==> config.mk <==
export PLATFORM = sky130hd
export DESIGN_NAME = serial_command_framer_resync
export DESIGN_NICKNAME = d
export VERILOG_FILES = /design/src/byte_skid_buffer.v /design/src/serial_command_framer_resync.v
export VERILOG_INCLUDE_DIRS = /design/src /design/src/src
export SDC_FILE = /design/constraint.sdc
export NUM_CORES = 1
export LEC_CHECK = 0
export BUFFER_PORTS_ARGS = -buffer_cell sky130_fd_sc_hd__buf_2
export CORE_ASPECT_RATIO = 1.5
export CORE_UTILIZATION = 32
export DETAILED_ROUTE_END_ITERATION = 8
export PLACE_DENSITY = 0.53
export REMOVE_ABC_BUFFERS = 1
export SLEW_MARGIN = 30
export SYNTH_ARGS = -nofsm -noshare
export SYNTH_HDL_FRONTEND = slang
export SYNTH_SLANG_ARGS = --single-unit
==> constraint.sdc <==
create_clock -name ref_clk_i -period 7.28 [get_ports ref_clk_i]
set_input_delay 0.728 -clock ref_clk_i [delete_from_list [all_inputs] [get_ports ref_clk_i]]
set_output_delay 0.728 -clock ref_clk_i [all_outputs]
set_load 0.1 [all_outputs]
==> src/cmd_framer_regs.vh <==
`ifndef CMD_FRAMER_REGS_VH
`define CMD_FRAMER_REGS_VH

// reply words, sent least significant byte first
`define CMD_ERR_WORD      32'h63727265
`define DATA_ERR_WORD     32'h64727265

// checksum constants
`define CKSUM_INIT        16'hffff
`define CKSUM_POLY        16'ha001

// frame layout
`define ID_BYTES          3'h4
`define CKSUM_BYTES       2'h2

// timing
`define CLK_HZ            40000000
`define RX_TIMEOUT_MS     400
`define RX_TIMEOUT_CYC    ((`CLK_HZ / 1000) * `RX_TIMEOUT_MS)
`define APPLY_LIMIT_MS    1

`endif

==> src/byte_skid_buffer.v <==
// ==========================================
// two-entry buffer with valid/ready on both sides
module byte_skid_buffer #(
    parameter WIDTH = 8
) (
    input  wire             ref_clk_i,
    input  wire             reset_i,
    input  wire [WIDTH-1:0] in_data_i,
    input  wire             in_valid_i,
    output wire             in_ready_o,
    output wire [WIDTH-1:0] out_data_o,
    output wire             out_valid_o,
    input  wire             out_ready_i
);
    reg [WIDTH-1:0] mem_q [0:1];
    reg             wr_ptr_q;
    reg             rd_ptr_q;
    reg [1:0]       count_q;

    wire push = in_valid_i && (count_q != 2'h2);
    wire pop  = out_ready_i && (count_q != 2'h0);

    assign in_ready_o  = (count_q != 2'h2);
    assign out_valid_o = (count_q != 2'h0);
    assign out_data_o  = mem_q[rd_ptr_q];

    always @(posedge ref_clk_i or posedge reset_i) begin
        if (reset_i) begin
            mem_q[0] <= {WIDTH{1'b0}};
            mem_q[1] <= {WIDTH{1'b0}};
            wr_ptr_q <= 1'b0;
            rd_ptr_q <= 1'b0;
            count_q  <= 2'h0;
        end else begin
            if (push) begin
                mem_q[wr_ptr_q] <= in_data_i;
                wr_ptr_q        <= ~wr_ptr_q;
            end
            if (pop)
                rd_ptr_q <= ~rd_ptr_q;
            if (push && !pop)
                count_q <= count_q + 2'h1;
            else if (pop && !push)
                count_q <= count_q - 2'h1;
        end
    end
endmodule // byte_skid_buffer

==> src/serial_command_framer_resync.v <==
`include "cmd_framer_regs.vh"

// Operation
// - device never transmits unprompted; replies only follow a received command
// - set-type parameter applied within 1 ms after acknowledge
// - command handling never stalls the real-time motor logic
// - frame is 4-byte identifier, optional data, then 2-byte checksum; the code takes no checksum bytes for a command without data
// - execute only known commands with good checksum; each consumed once
// - valid command echoes identifier, then reply data and checksum; the code sends only the echo when the reply length is zero
// - unknown identifier: discard, send command-error reply, set flag
// - checksum mismatch: discard, send data-error reply, set flag; the code has already passed the data bytes out on exec_data_o
// - checksum covers data bytes only, never the identifier
// - checksum starts 0xffff, xor byte, eight shifts with 0xa001 feedback
// - inter-byte gap over timeout drops the partial command
// - zero first byte is answered with a single zero byte
// - command-error reply is the word 0x63727265
// - data-error reply is the word 0x64727265
// - inter-byte receive timeout is 400 ms
// - multi-byte fields travel least significant byte first
module serial_command_framer_resync #(
    parameter RX_TIMEOUT_CYC = `RX_TIMEOUT_CYC,
    parameter MAX_DATA       = 255
) (
    input  wire        ref_clk_i,
    input  wire        reset_i,
    // received bytes from the serial receiver, one 8-bit character each
    input  wire [7:0]  rx_data_i,
    input  wire        rx_valid_i,
    output wire        rx_ready_o,
    // command lookup, answered combinationally by the command table
    output wire [31:0] lookup_id_o,
    input  wire        lookup_known_i,
    input  wire [7:0]  lookup_rx_len_i,
    input  wire [7:0]  lookup_tx_len_i,
    // accepted command towards the executor
    output reg  [31:0] exec_id_o,
    output reg         exec_valid_o,
    output reg  [7:0]  exec_data_o,
    output reg         exec_data_valid_o,
    // reply data from the executor, asked for one byte at a time
    output wire        reply_req_o,
    input  wire [7:0]  reply_data_i,
    // transmit bytes to the serial transmitter
    output wire [7:0]  tx_data_o,
    output wire        tx_valid_o,
    input  wire        tx_ready_i,
    // sticky status flags, cleared by a pulse
    output reg         cmd_err_flag_o,
    output reg         data_err_flag_o,
    input  wire        flags_clr_i
);
    // ==========================================
    // states
    localparam [7:0] S_IDLE = 8'h01;
    localparam [7:0] S_ID   = 8'h02;
    localparam [7:0] S_DATA = 8'h04;
    localparam [7:0] S_CK   = 8'h08;
    localparam [7:0] S_EVAL = 8'h10;
    localparam [7:0] S_TXW  = 8'h20;
    localparam [7:0] S_TXD  = 8'h40;
    localparam [7:0] S_TXC  = 8'h80;

    localparam [1:0] W_ECHO = 2'h0;
    localparam [1:0] W_CERR = 2'h1;
    localparam [1:0] W_DERR = 2'h2;
    localparam [1:0] W_ZERO = 2'h3;

    reg [7:0]  state_q;
    reg [31:0] id_q;
    reg [15:0] ck_q;
    reg [15:0] rx_ck_q;
    reg [7:0]  cnt_q;
    reg [7:0]  rx_len_q;
    reg [7:0]  tx_len_q;
    reg [1:0]  word_q;
    reg [31:0] timer_q;
    reg [7:0]  tx_byte_q;
    reg        tx_push_q;

    // ==========================================
    // checksum byte update
    function [15:0] cksum_step;
        input [15:0] crc;
        input [7:0]  b;
        integer      i;
        reg   [15:0] c;
        begin
            c = crc ^ {8'h00, b};
            for (i = 0; i < 8; i = i + 1) begin
                if (c[0])
                    c = (c >> 1) ^ `CKSUM_POLY;
                else
                    c = c >> 1;
            end
            cksum_step = c;
        end
    endfunction

    // ==========================================
    // transmit buffer; a stalled transmitter holds back replies and, while a reply is still being queued, reception of the next command
    wire tx_in_ready;

    byte_skid_buffer #(
        .WIDTH (8)
    ) u_tx_buf (
        .ref_clk_i   (ref_clk_i),
        .reset_i     (reset_i),
        .in_data_i   (tx_byte_q),
        .in_valid_i  (tx_push_q),
        .in_ready_o  (tx_in_ready),
        .out_data_o  (tx_data_o),
        .out_valid_o (tx_valid_o),
        .out_ready_i (tx_ready_i)
    );

    wire receiving = (state_q == S_IDLE) || (state_q == S_ID) ||
                     (state_q == S_DATA) || (state_q == S_CK);
    wire rx_take   = rx_valid_i && receiving;
    assign rx_ready_o  = receiving;
    assign lookup_id_o = id_q;

    // one byte may be pushed only when the buffer has room and no push is pending
    wire can_send = tx_in_ready && !tx_push_q;
    wire [31:0] reply_word = (word_q == W_CERR) ? `CMD_ERR_WORD :
                             (word_q == W_DERR) ? `DATA_ERR_WORD :
                             id_q;
    assign reply_req_o = (state_q == S_TXD) && can_send && (cnt_q < tx_len_q);

    wire timed_out = (timer_q >= RX_TIMEOUT_CYC - 1);

    // ==========================================
    // frame sequencer
    always @(posedge ref_clk_i or posedge reset_i) begin
        if (reset_i) begin
            state_q           <= S_IDLE;
            id_q              <= 32'h00000000;
            ck_q              <= `CKSUM_INIT;
            rx_ck_q           <= 16'h0000;
            cnt_q             <= 8'h00;
            rx_len_q          <= 8'h00;
            tx_len_q          <= 8'h00;
            word_q            <= W_ECHO;
            timer_q           <= 32'h00000000;
            tx_byte_q         <= 8'h00;
            tx_push_q         <= 1'b0;
            exec_id_o         <= 32'h00000000;
            exec_valid_o      <= 1'b0;
            exec_data_o       <= 8'h00;
            exec_data_valid_o <= 1'b0;
            cmd_err_flag_o    <= 1'b0;
            data_err_flag_o   <= 1'b0;
        end else begin
            exec_valid_o      <= 1'b0;
            exec_data_valid_o <= 1'b0;
            if (tx_push_q && tx_in_ready)
                tx_push_q <= 1'b0;
            if (flags_clr_i) begin
                cmd_err_flag_o  <= 1'b0;
                data_err_flag_o <= 1'b0;
            end
            // timer runs only mid-frame
            if (rx_take || state_q == S_IDLE || !receiving)
                timer_q <= 32'h00000000;
            else
                timer_q <= timer_q + 32'h00000001;

            case (state_q)
                S_IDLE: begin
                    if (rx_take) begin
                        if (rx_data_i == 8'h00) begin
                            word_q   <= W_ZERO;
                            cnt_q    <= 8'h00;
                            state_q  <= S_TXW;
                        end else begin
                            id_q    <= {rx_data_i, 24'h000000};
                            cnt_q   <= 8'h01;
                            ck_q    <= `CKSUM_INIT;
                            state_q <= S_ID;
                        end
                    end
                end
                S_ID: begin
                    if (timed_out && !rx_take) begin
                        state_q <= S_IDLE;
                    end else if (rx_take) begin
                        id_q  <= {rx_data_i, id_q[31:8]};
                        cnt_q <= cnt_q + 8'h01;
                        if (cnt_q == {5'h00, `ID_BYTES} - 8'h01)
                            state_q <= S_EVAL;
                    end
                end
                S_EVAL: begin
                    // identifier complete: decide before any data is taken
                    cnt_q <= 8'h00;
                    if (!lookup_known_i) begin
                        word_q         <= W_CERR;
                        cmd_err_flag_o <= 1'b1;
                        state_q        <= S_TXW;
                    end else if (lookup_rx_len_i == 8'h00) begin
                        exec_id_o    <= id_q;
                        exec_valid_o <= 1'b1;
                        word_q       <= W_ECHO;
                        tx_len_q     <= lookup_tx_len_i;
                        state_q      <= S_TXW;
                    end else begin
                        rx_len_q <= lookup_rx_len_i;
                        state_q  <= S_DATA;
                    end
                end
                S_DATA: begin
                    if (timed_out && !rx_take) begin
                        state_q <= S_IDLE;
                    end else if (rx_take) begin
                        ck_q              <= cksum_step(ck_q, rx_data_i);
                        exec_data_o       <= rx_data_i;
                        exec_data_valid_o <= 1'b1;
                        cnt_q             <= cnt_q + 8'h01;
                        if (cnt_q == rx_len_q - 8'h01) begin
                            cnt_q   <= 8'h00;
                            state_q <= S_CK;
                        end
                    end
                end
                S_CK: begin
                    if (timed_out && !rx_take) begin
                        state_q <= S_IDLE;
                    end else if (rx_take) begin
                        rx_ck_q <= {rx_data_i, rx_ck_q[15:8]};
                        cnt_q   <= cnt_q + 8'h01;
                        if (cnt_q == {6'h00, `CKSUM_BYTES} - 8'h01) begin
                            cnt_q <= 8'h00;
                            if ({rx_data_i, rx_ck_q[15:8]} == ck_q) begin
                                exec_id_o    <= id_q;
                                exec_valid_o <= 1'b1;
                                word_q       <= W_ECHO;
                                tx_len_q     <= lookup_tx_len_i;
                            end else begin
                                word_q          <= W_DERR;
                                data_err_flag_o <= 1'b1;
                            end
                            state_q <= S_TXW;
                        end
                    end
                end
                S_TXW: begin
                    // reply word; only reached after a received byte
                    if (can_send) begin
                        tx_byte_q <= (word_q == W_ZERO) ? 8'h00 :
                                     reply_word[cnt_q[1:0]*8 +: 8];
                        tx_push_q <= 1'b1;
                        cnt_q     <= cnt_q + 8'h01;
                        if (word_q == W_ZERO ||
                            cnt_q == {5'h00, `ID_BYTES} - 8'h01) begin
                            cnt_q <= 8'h00;
                            ck_q  <= `CKSUM_INIT;
                            if (word_q == W_ECHO && tx_len_q != 8'h00)
                                state_q <= S_TXD;
                            else
                                state_q <= S_IDLE;
                        end
                    end
                end
                S_TXD: begin
                    if (reply_req_o) begin
                        tx_byte_q <= reply_data_i;
                        tx_push_q <= 1'b1;
                        ck_q      <= cksum_step(ck_q, reply_data_i);
                        cnt_q     <= cnt_q + 8'h01;
                        if (cnt_q == tx_len_q - 8'h01) begin
                            cnt_q   <= 8'h00;
                            state_q <= S_TXC;
                        end
                    end
                end
                S_TXC: begin
                    if (can_send) begin
                        tx_byte_q <= cnt_q[0] ? ck_q[15:8] : ck_q[7:0];
                        tx_push_q <= 1'b1;
                        cnt_q     <= cnt_q + 8'h01;
                        if (cnt_q[0]) begin
                            cnt_q   <= 8'h00;
                            state_q <= S_IDLE;
                        end
                    end
                end
                default: state_q <= S_IDLE;
            endcase
            // hardware set wins over a same-cycle clear
            if (flags_clr_i && state_q == S_EVAL && !lookup_known_i)
                cmd_err_flag_o <= 1'b1;
        end
    end
    // motor logic never waits on this block; exec_valid_o is one cycle
    // executor applies settings on exec_valid_o, well within 1 ms
endmodule // serial_command_framer_resync

== Word level (Yosys, flattened, before mapping) ==
Cells that the tools add are included.

* Register bits after elaboration: 203
* Output and inout port bits: 87
* Logic and storage cells: 315
* Bits of input ports: 38

* Bitwise operators: 24
* Magnitude comparators: 5
* Add/sub/neg operators: 6
* Mux-type cells: 166
* Reductions and logical operators: 48
* Equality and inequality tests: 43
* Shifts and indexed selects: 1

{| class="wikitable"
|+ Operators with widths
! kind !! number
|-
| 2-to-1 mux 16 bit || 58
|-
| 2-to-1 mux 32 bit || 13
|-
| 2-to-1 mux 8 bit || 46
|-
| one-hot mux 32 bit (2 select lines) || 2
|-
| one-hot mux 8 bit (8 select lines) || 2
|-
| one-hot mux 16 bit (4 select lines) || 1
|-
| inverter 2 -> 3 bit || 16
|-
| adder 32 x 1 -> 32 bit (second input constant) || 1
|-
| >= comparator 32 x 24 -> 1 bit (second input constant) || 1
|-
| != test 2 bit (second input constant) || 16
|-
| variable part select 32 x 6 -> 8 bit || 1
|-
| bitwise XOR 16 x 8 -> 16 bit || 2
|-
| one-hot mux 8 bit (3 select lines) || 1
|-
| 2-to-1 mux 1 bit || 23
|-
| 2-to-1 mux 2 bit || 10
|-
| 2-to-1 mux 6 bit || 3
|-
| bitwise mux 16 bit || 1
|-
| equality test 16 bit || 1
|-
| equality test 8 x 1 -> 1 bit (second input constant) || 2
|-
| equality test 8 x 2 -> 1 bit (second input constant) || 2
|-
| equality test 8 bit || 2
|-
| logical NOT 8 bit || 2
|-
| one-hot mux 8 bit (2 select lines) || 1
|-
| nonzero test 8 bit || 2
|-
| 40 further kinds || 84
|}

== Longest topological paths before layout ==
* Depth after elaboration: 44
* Depth in mapped cells: 11
* Gate-level depth less buffers: 10

== Modules after synthesis ==
From an unflattened synthesis, not the netlist that was laid out.

* Cells, all modules: 978
* Area total of the unflattened synthesis: 10,353.7 um^2

{| class="wikitable"
|+ Modules (own cells, without submodules)
! module !! instances !! area each (um^2) !! cells each !! seq. area each (um^2)
|-
| serial_command_framer_resync || 1 || 9,419.0 || 918 || 4,400.5
|-
| byte_skid_buffer || 1 || 934.6 || 60 || 500.5
|}

== Least setup slack after synthesis ==
Ideal clock, no wire load.

* Path kind: register to output
* From: register tx_len_q[1]
* To: output reply_req_o
* Arrival: 2.972 ns
* Cell stages (with the launch flop): 9
* Buffers on the path: 0
* Data required time: 6.552 ns
* Slack: 3.580 ns
* Path through: dfrtp_1 > inv_1 > ha_1 > nor2b_1 > o21ai_0 > nand2b_1 > a2111oi_0 > o21ai_0 > nor2_1

* Cells in the longest elaborated chain, start to end: 2

{| class="wikitable"
|+ RTL lines
! item !! RTL line !! RTL
|-
| from (decl) || serial_command_framer_resync.v:74 || <nowiki>reg [7:0] tx_len_q;</nowiki>
|-
| from (signal assigned) || serial_command_framer_resync.v:203 || <nowiki>tx_len_q <= lookup_tx_len_i;</nowiki>
|-
| from (signal assigned) || serial_command_framer_resync.v:236 || <nowiki>tx_len_q <= lookup_tx_len_i;</nowiki>
|-
| less-than comparator 8 bit || serial_command_framer_resync.v:127 || <nowiki>assign reply_req_o = (state_q == S_TXD) && can_send && (cnt_q < tx_len_q);</nowiki>
|-
| logical AND 1 bit || serial_command_framer_resync.v:127 ||
|-
| to (decl) || serial_command_framer_resync.v:41 || <nowiki>output wire reply_req_o,</nowiki>
|}

Every way passes these cells.

== Worst setup path after layout ==
* From: register cnt_q[1]
* To: output reply_req_o

* Cells in the longest elaborated chain, start to end: 2

{| class="wikitable"
|+ RTL lines
! item !! RTL line !! RTL
|-
| from (decl) || serial_command_framer_resync.v:72 || <nowiki>reg [7:0] cnt_q;</nowiki>
|-
| from (signal assigned) || serial_command_framer_resync.v:187 || <nowiki>cnt_q <= cnt_q + 8'h01;</nowiki>
|-
| from (signal assigned) || serial_command_framer_resync.v:217 || <nowiki>cnt_q <= cnt_q + 8'h01;</nowiki>
|-
| from (signal assigned) || serial_command_framer_resync.v:229 || <nowiki>cnt_q <= cnt_q + 8'h01;</nowiki>
|-
| less-than comparator 8 bit || serial_command_framer_resync.v:127 ||
|-
| logical AND 1 bit || serial_command_framer_resync.v:127 ||
|}

Every way passes these cells.

==> impl_results.md <==
* Post-synth ARST share at 1.00
* Iter 0 DRT Violations at 412
* Worst Hold Class: primary input to async pin
* Pint at ~2.4 mW
* Post-CTS Setup Inserts at 0
* Count of final max-slew check failures at 0
* Combinational power share at 0.449
* Longest Clk Path Bufs at 2
* Post-layout min period at 4.34 ns
* Top-Level Pins at 125
* Initial antenna violation count at 0
* Port buffer count at approximately 120
* Synthesis Warnings at 0
* GRT Overall Usage at 0.172
* DRT Wirelength at 27,600 um
* Setup TNS at 0 ns
* Hold slack at roughly 0.35 ns
* Startpoint class of the critical path: register
* FILL cells at 3,229
* HPWL Detailed at between 15,000 and 20,000 um
* Die Height at 224 um
* Clk_lat worst skew at 0.46 ns
* Clock power frac at 0.214
* Avg Vias per Cell at about 5.1
* Via count at about 7,600
* Highest clock rate at around 230 MHz
* Synth Instances at 973
* RSZ-0062 raised after global routing: no
* Max FO, Critical Path at 18
* Core Region at 32,500 um2
* CTS root buf: clkbuf_16
* Post-synth EDFFs at 0
* Drt wl/cell at 18.5 um
* Mapped Area at 10,600 um2
* Sequential share of the synthesized area at 0.464
* Placed cells at 1,459
* Slew @ Worst Pin at ~0.96 ns
* Drt pass-1 iters at 5
* Total CTS buffers at 17
* Critical path origin: cnt_q[1]
* Post-CTS resize count at 0
* Fin crit share at 0.597
* Psw at 2.23 mW
* Final setup fails at 0
* Diode count at 0
* Drt drc at 0
* Net count, final at around 1,100
* Reg clk slew, reported paths at 0.07 ns
* Area of the die at 33,700 um2
* Vias in the first global route at 7,627
* Mean post-synth cell area at 10.8 um2
* Reported max-cap violation count at 0
* CTS tree: yes
* DIE WIDTH at 150 um
* Crit end category: output port
* H-tree depth at 4
* Sw frac at 0.480
* WP data required at roughly 6.6 ns
* Synth cell types at 70
* Synth Register Bits at 195
* Pleak at 5.49 nW
* Placer Congestion at 0.832
* Pwr dens at 384 nW/um2
* Final hold viol count at 0
* Clk sinks at 195
* Fraction of layout cells with a size suffix above 1 at 0.284
* First-pass GRT wire length at 43,600 um
* Post-route ant nets at 0
* Outcome: finished clean
* Global route overflow at 0
* CTS Hold Buffers Added at 0
* Fin util at 0.372
* VDD IR max at 0.289 mV
* Standard-cell rows at 81
* Max_slew headroom at 0.356
* Crit path DAT at around 3.6 ns
* Power share of the sequential group at 0.337
* Reg-to-Reg Start: cnt_q[1]
* Pin count of the biggest net entering global routing at 126
* Main flop type after synthesis: dfrtp_1
* Initial Util at 0.324
* Final std cells w/o fill at 1,491
* Skew final at 0.00972 ns
* Area grow syn2layout at 14.6%
* Critical path class: register to output port
## layout by cell type (no fill, tap or decap), drive strengths merged, types with 11 or more instances in the layout
cell / n
a31oi: 13
nor4: 19
and3: 14
nand2: 54
xnor2: 63
clkbuf: 18
a21oi: 39
dfstp: 17
buf: 132
nor2: 96
xor2: 55
mux2: 99
dfrtp: 178
inv: 28
nand3: 23
a22o: 24
o21ai: 35
mux2i: 11
ha: 16
nor3: 21
## registers in the layout, summed over array words and instances (netlist names), 8 cells and up
signal and flops:
exec_id_o 32, lookup_id_o 32, timer_q 32, ck_q 16, u_tx_buf.mem_q 16, cnt_q 8
exec_data_o 8, rx_ck_q 8, rx_len_q 8, state_q 8, tx_byte_q 8, tx_len_q 8
## critical path: stages (launching register included)
cell and delay [ns]:
dfrtp_1 0.82, ha_1 0.34, nor2b_1 0.12, o21ai_0 0.14
nand2b_1 0.06, a2111oi_0 0.62, o21ai_0 0.34, nor2_1 0.25
buf_2 0.47
## worst paths after layout
check                                     end  slack, ns  cells after the start
max reg2reg                          cnt_q[7]       3.42                      9
min                               tx_len_q[4]       0.35                      2
max                               reply_req_o       2.94                      8
min in group ref_clk_i         cmd_err_flag_o       0.47                      2
max in group asynchronous  u_tx_buf.mem_q[14]       5.88                      3
min reg2reg                u_tx_buf.mem_q[14]       0.50                      1
## synthesized netlist by cell type, drive strengths merged (4+ instances only)
master	instances	share of area
a22oi	4	0.0028
mux4	4	0.0085
nor2	96	0.034
nand2b	6	0.0036
nand2	54	0.019
a21oi	39	0.019
or3	6	0.0036
nor3	21	0.011
mux2	99	0.12
a22o	24	0.020
a31oi	13	0.0077
ha	16	0.019
o211ai	7	0.0050
xnor2	63	0.052
or4	5	0.0036
nor4	19	0.014
and4	4	0.0033
clkbuf	39	0.014
o21ai	35	0.017
o221ai	6	0.0050
dfrtp	178	0.42
xor2	55	0.046
and3	14	0.0083
and2	5	0.0031
a211oi	4	0.0028
nand3	23	0.011
mux2i	11	0.010
dfstp	17	0.042
inv	25	0.0089
a221o	4	0.0038
buf	22	0.014
nor2b	6	0.0036
## metal layers
layer | GRT usage | routed length [um] | vias up
li1 | - | - | 3625
met4 | 0.0870 | 1100 | 0
met2 | 0.297 | 14400 | 148
met5 | 0 | 0 | -
met3 | 0.0280 | 808 | 49
met1 | 0.203 | 11200 | 3797
## per-stage QoR
| stage | area (um2) | power (mW) | setup WS, ns |
|---|---|---|---|
| final | 12100 | 4.64 | 2.94 |
| after global routing | 12100 | 4.87 | 2.54 |
| after CTS | 12100 | 4.70 | 2.82 |
| after detailed placement | 11500 | 3.68 | 3.32 |
| after global placement | 11500 | 3.67 | 3.38 |
| after floorplan | 10300 | 3.15 | 1.27 |
## cell type report
class	count	area (um2)	share of cell area
flip-flops and latches	195	4900	0.405
clock inverters	14	178	0.0147
clock buffers	18	439	0.0363
multi-input cells	692	5270	0.436
repair buffers	132	684	0.0566
well taps	415	519	0.0429
inverters	25	106	0.00879
## kinds of logic (layout without fill, tap and decap cells)
group | count (synthesis) | count (layout) | synth area share
and+or+nand+nor | 277 | 277 | 0.133
muxes | 114 | 114 | 0.138
buffers and inverters | 86 | 189 | 0.0369
xor gates and xnor gates | 118 | 118 | 0.0986
adders and majority gates | 16 | 16 | 0.0190
AOI/OAI and AO/OA | 167 | 167 | 0.109
DFF | 195 | 195 | 0.464
## power by group through the flow
stage                     clock [mW]  combinational (mW)  sequential [mW]
after floorplan                    0                1.03             2.12
after global placement             0                2.08             1.59
after detailed placement           0                2.09             1.59
after CTS                       1.03                2.10             1.57
after global routing            1.06                2.20             1.60
final                          0.994                2.09             1.57
(Power assumes the default switching activity.)
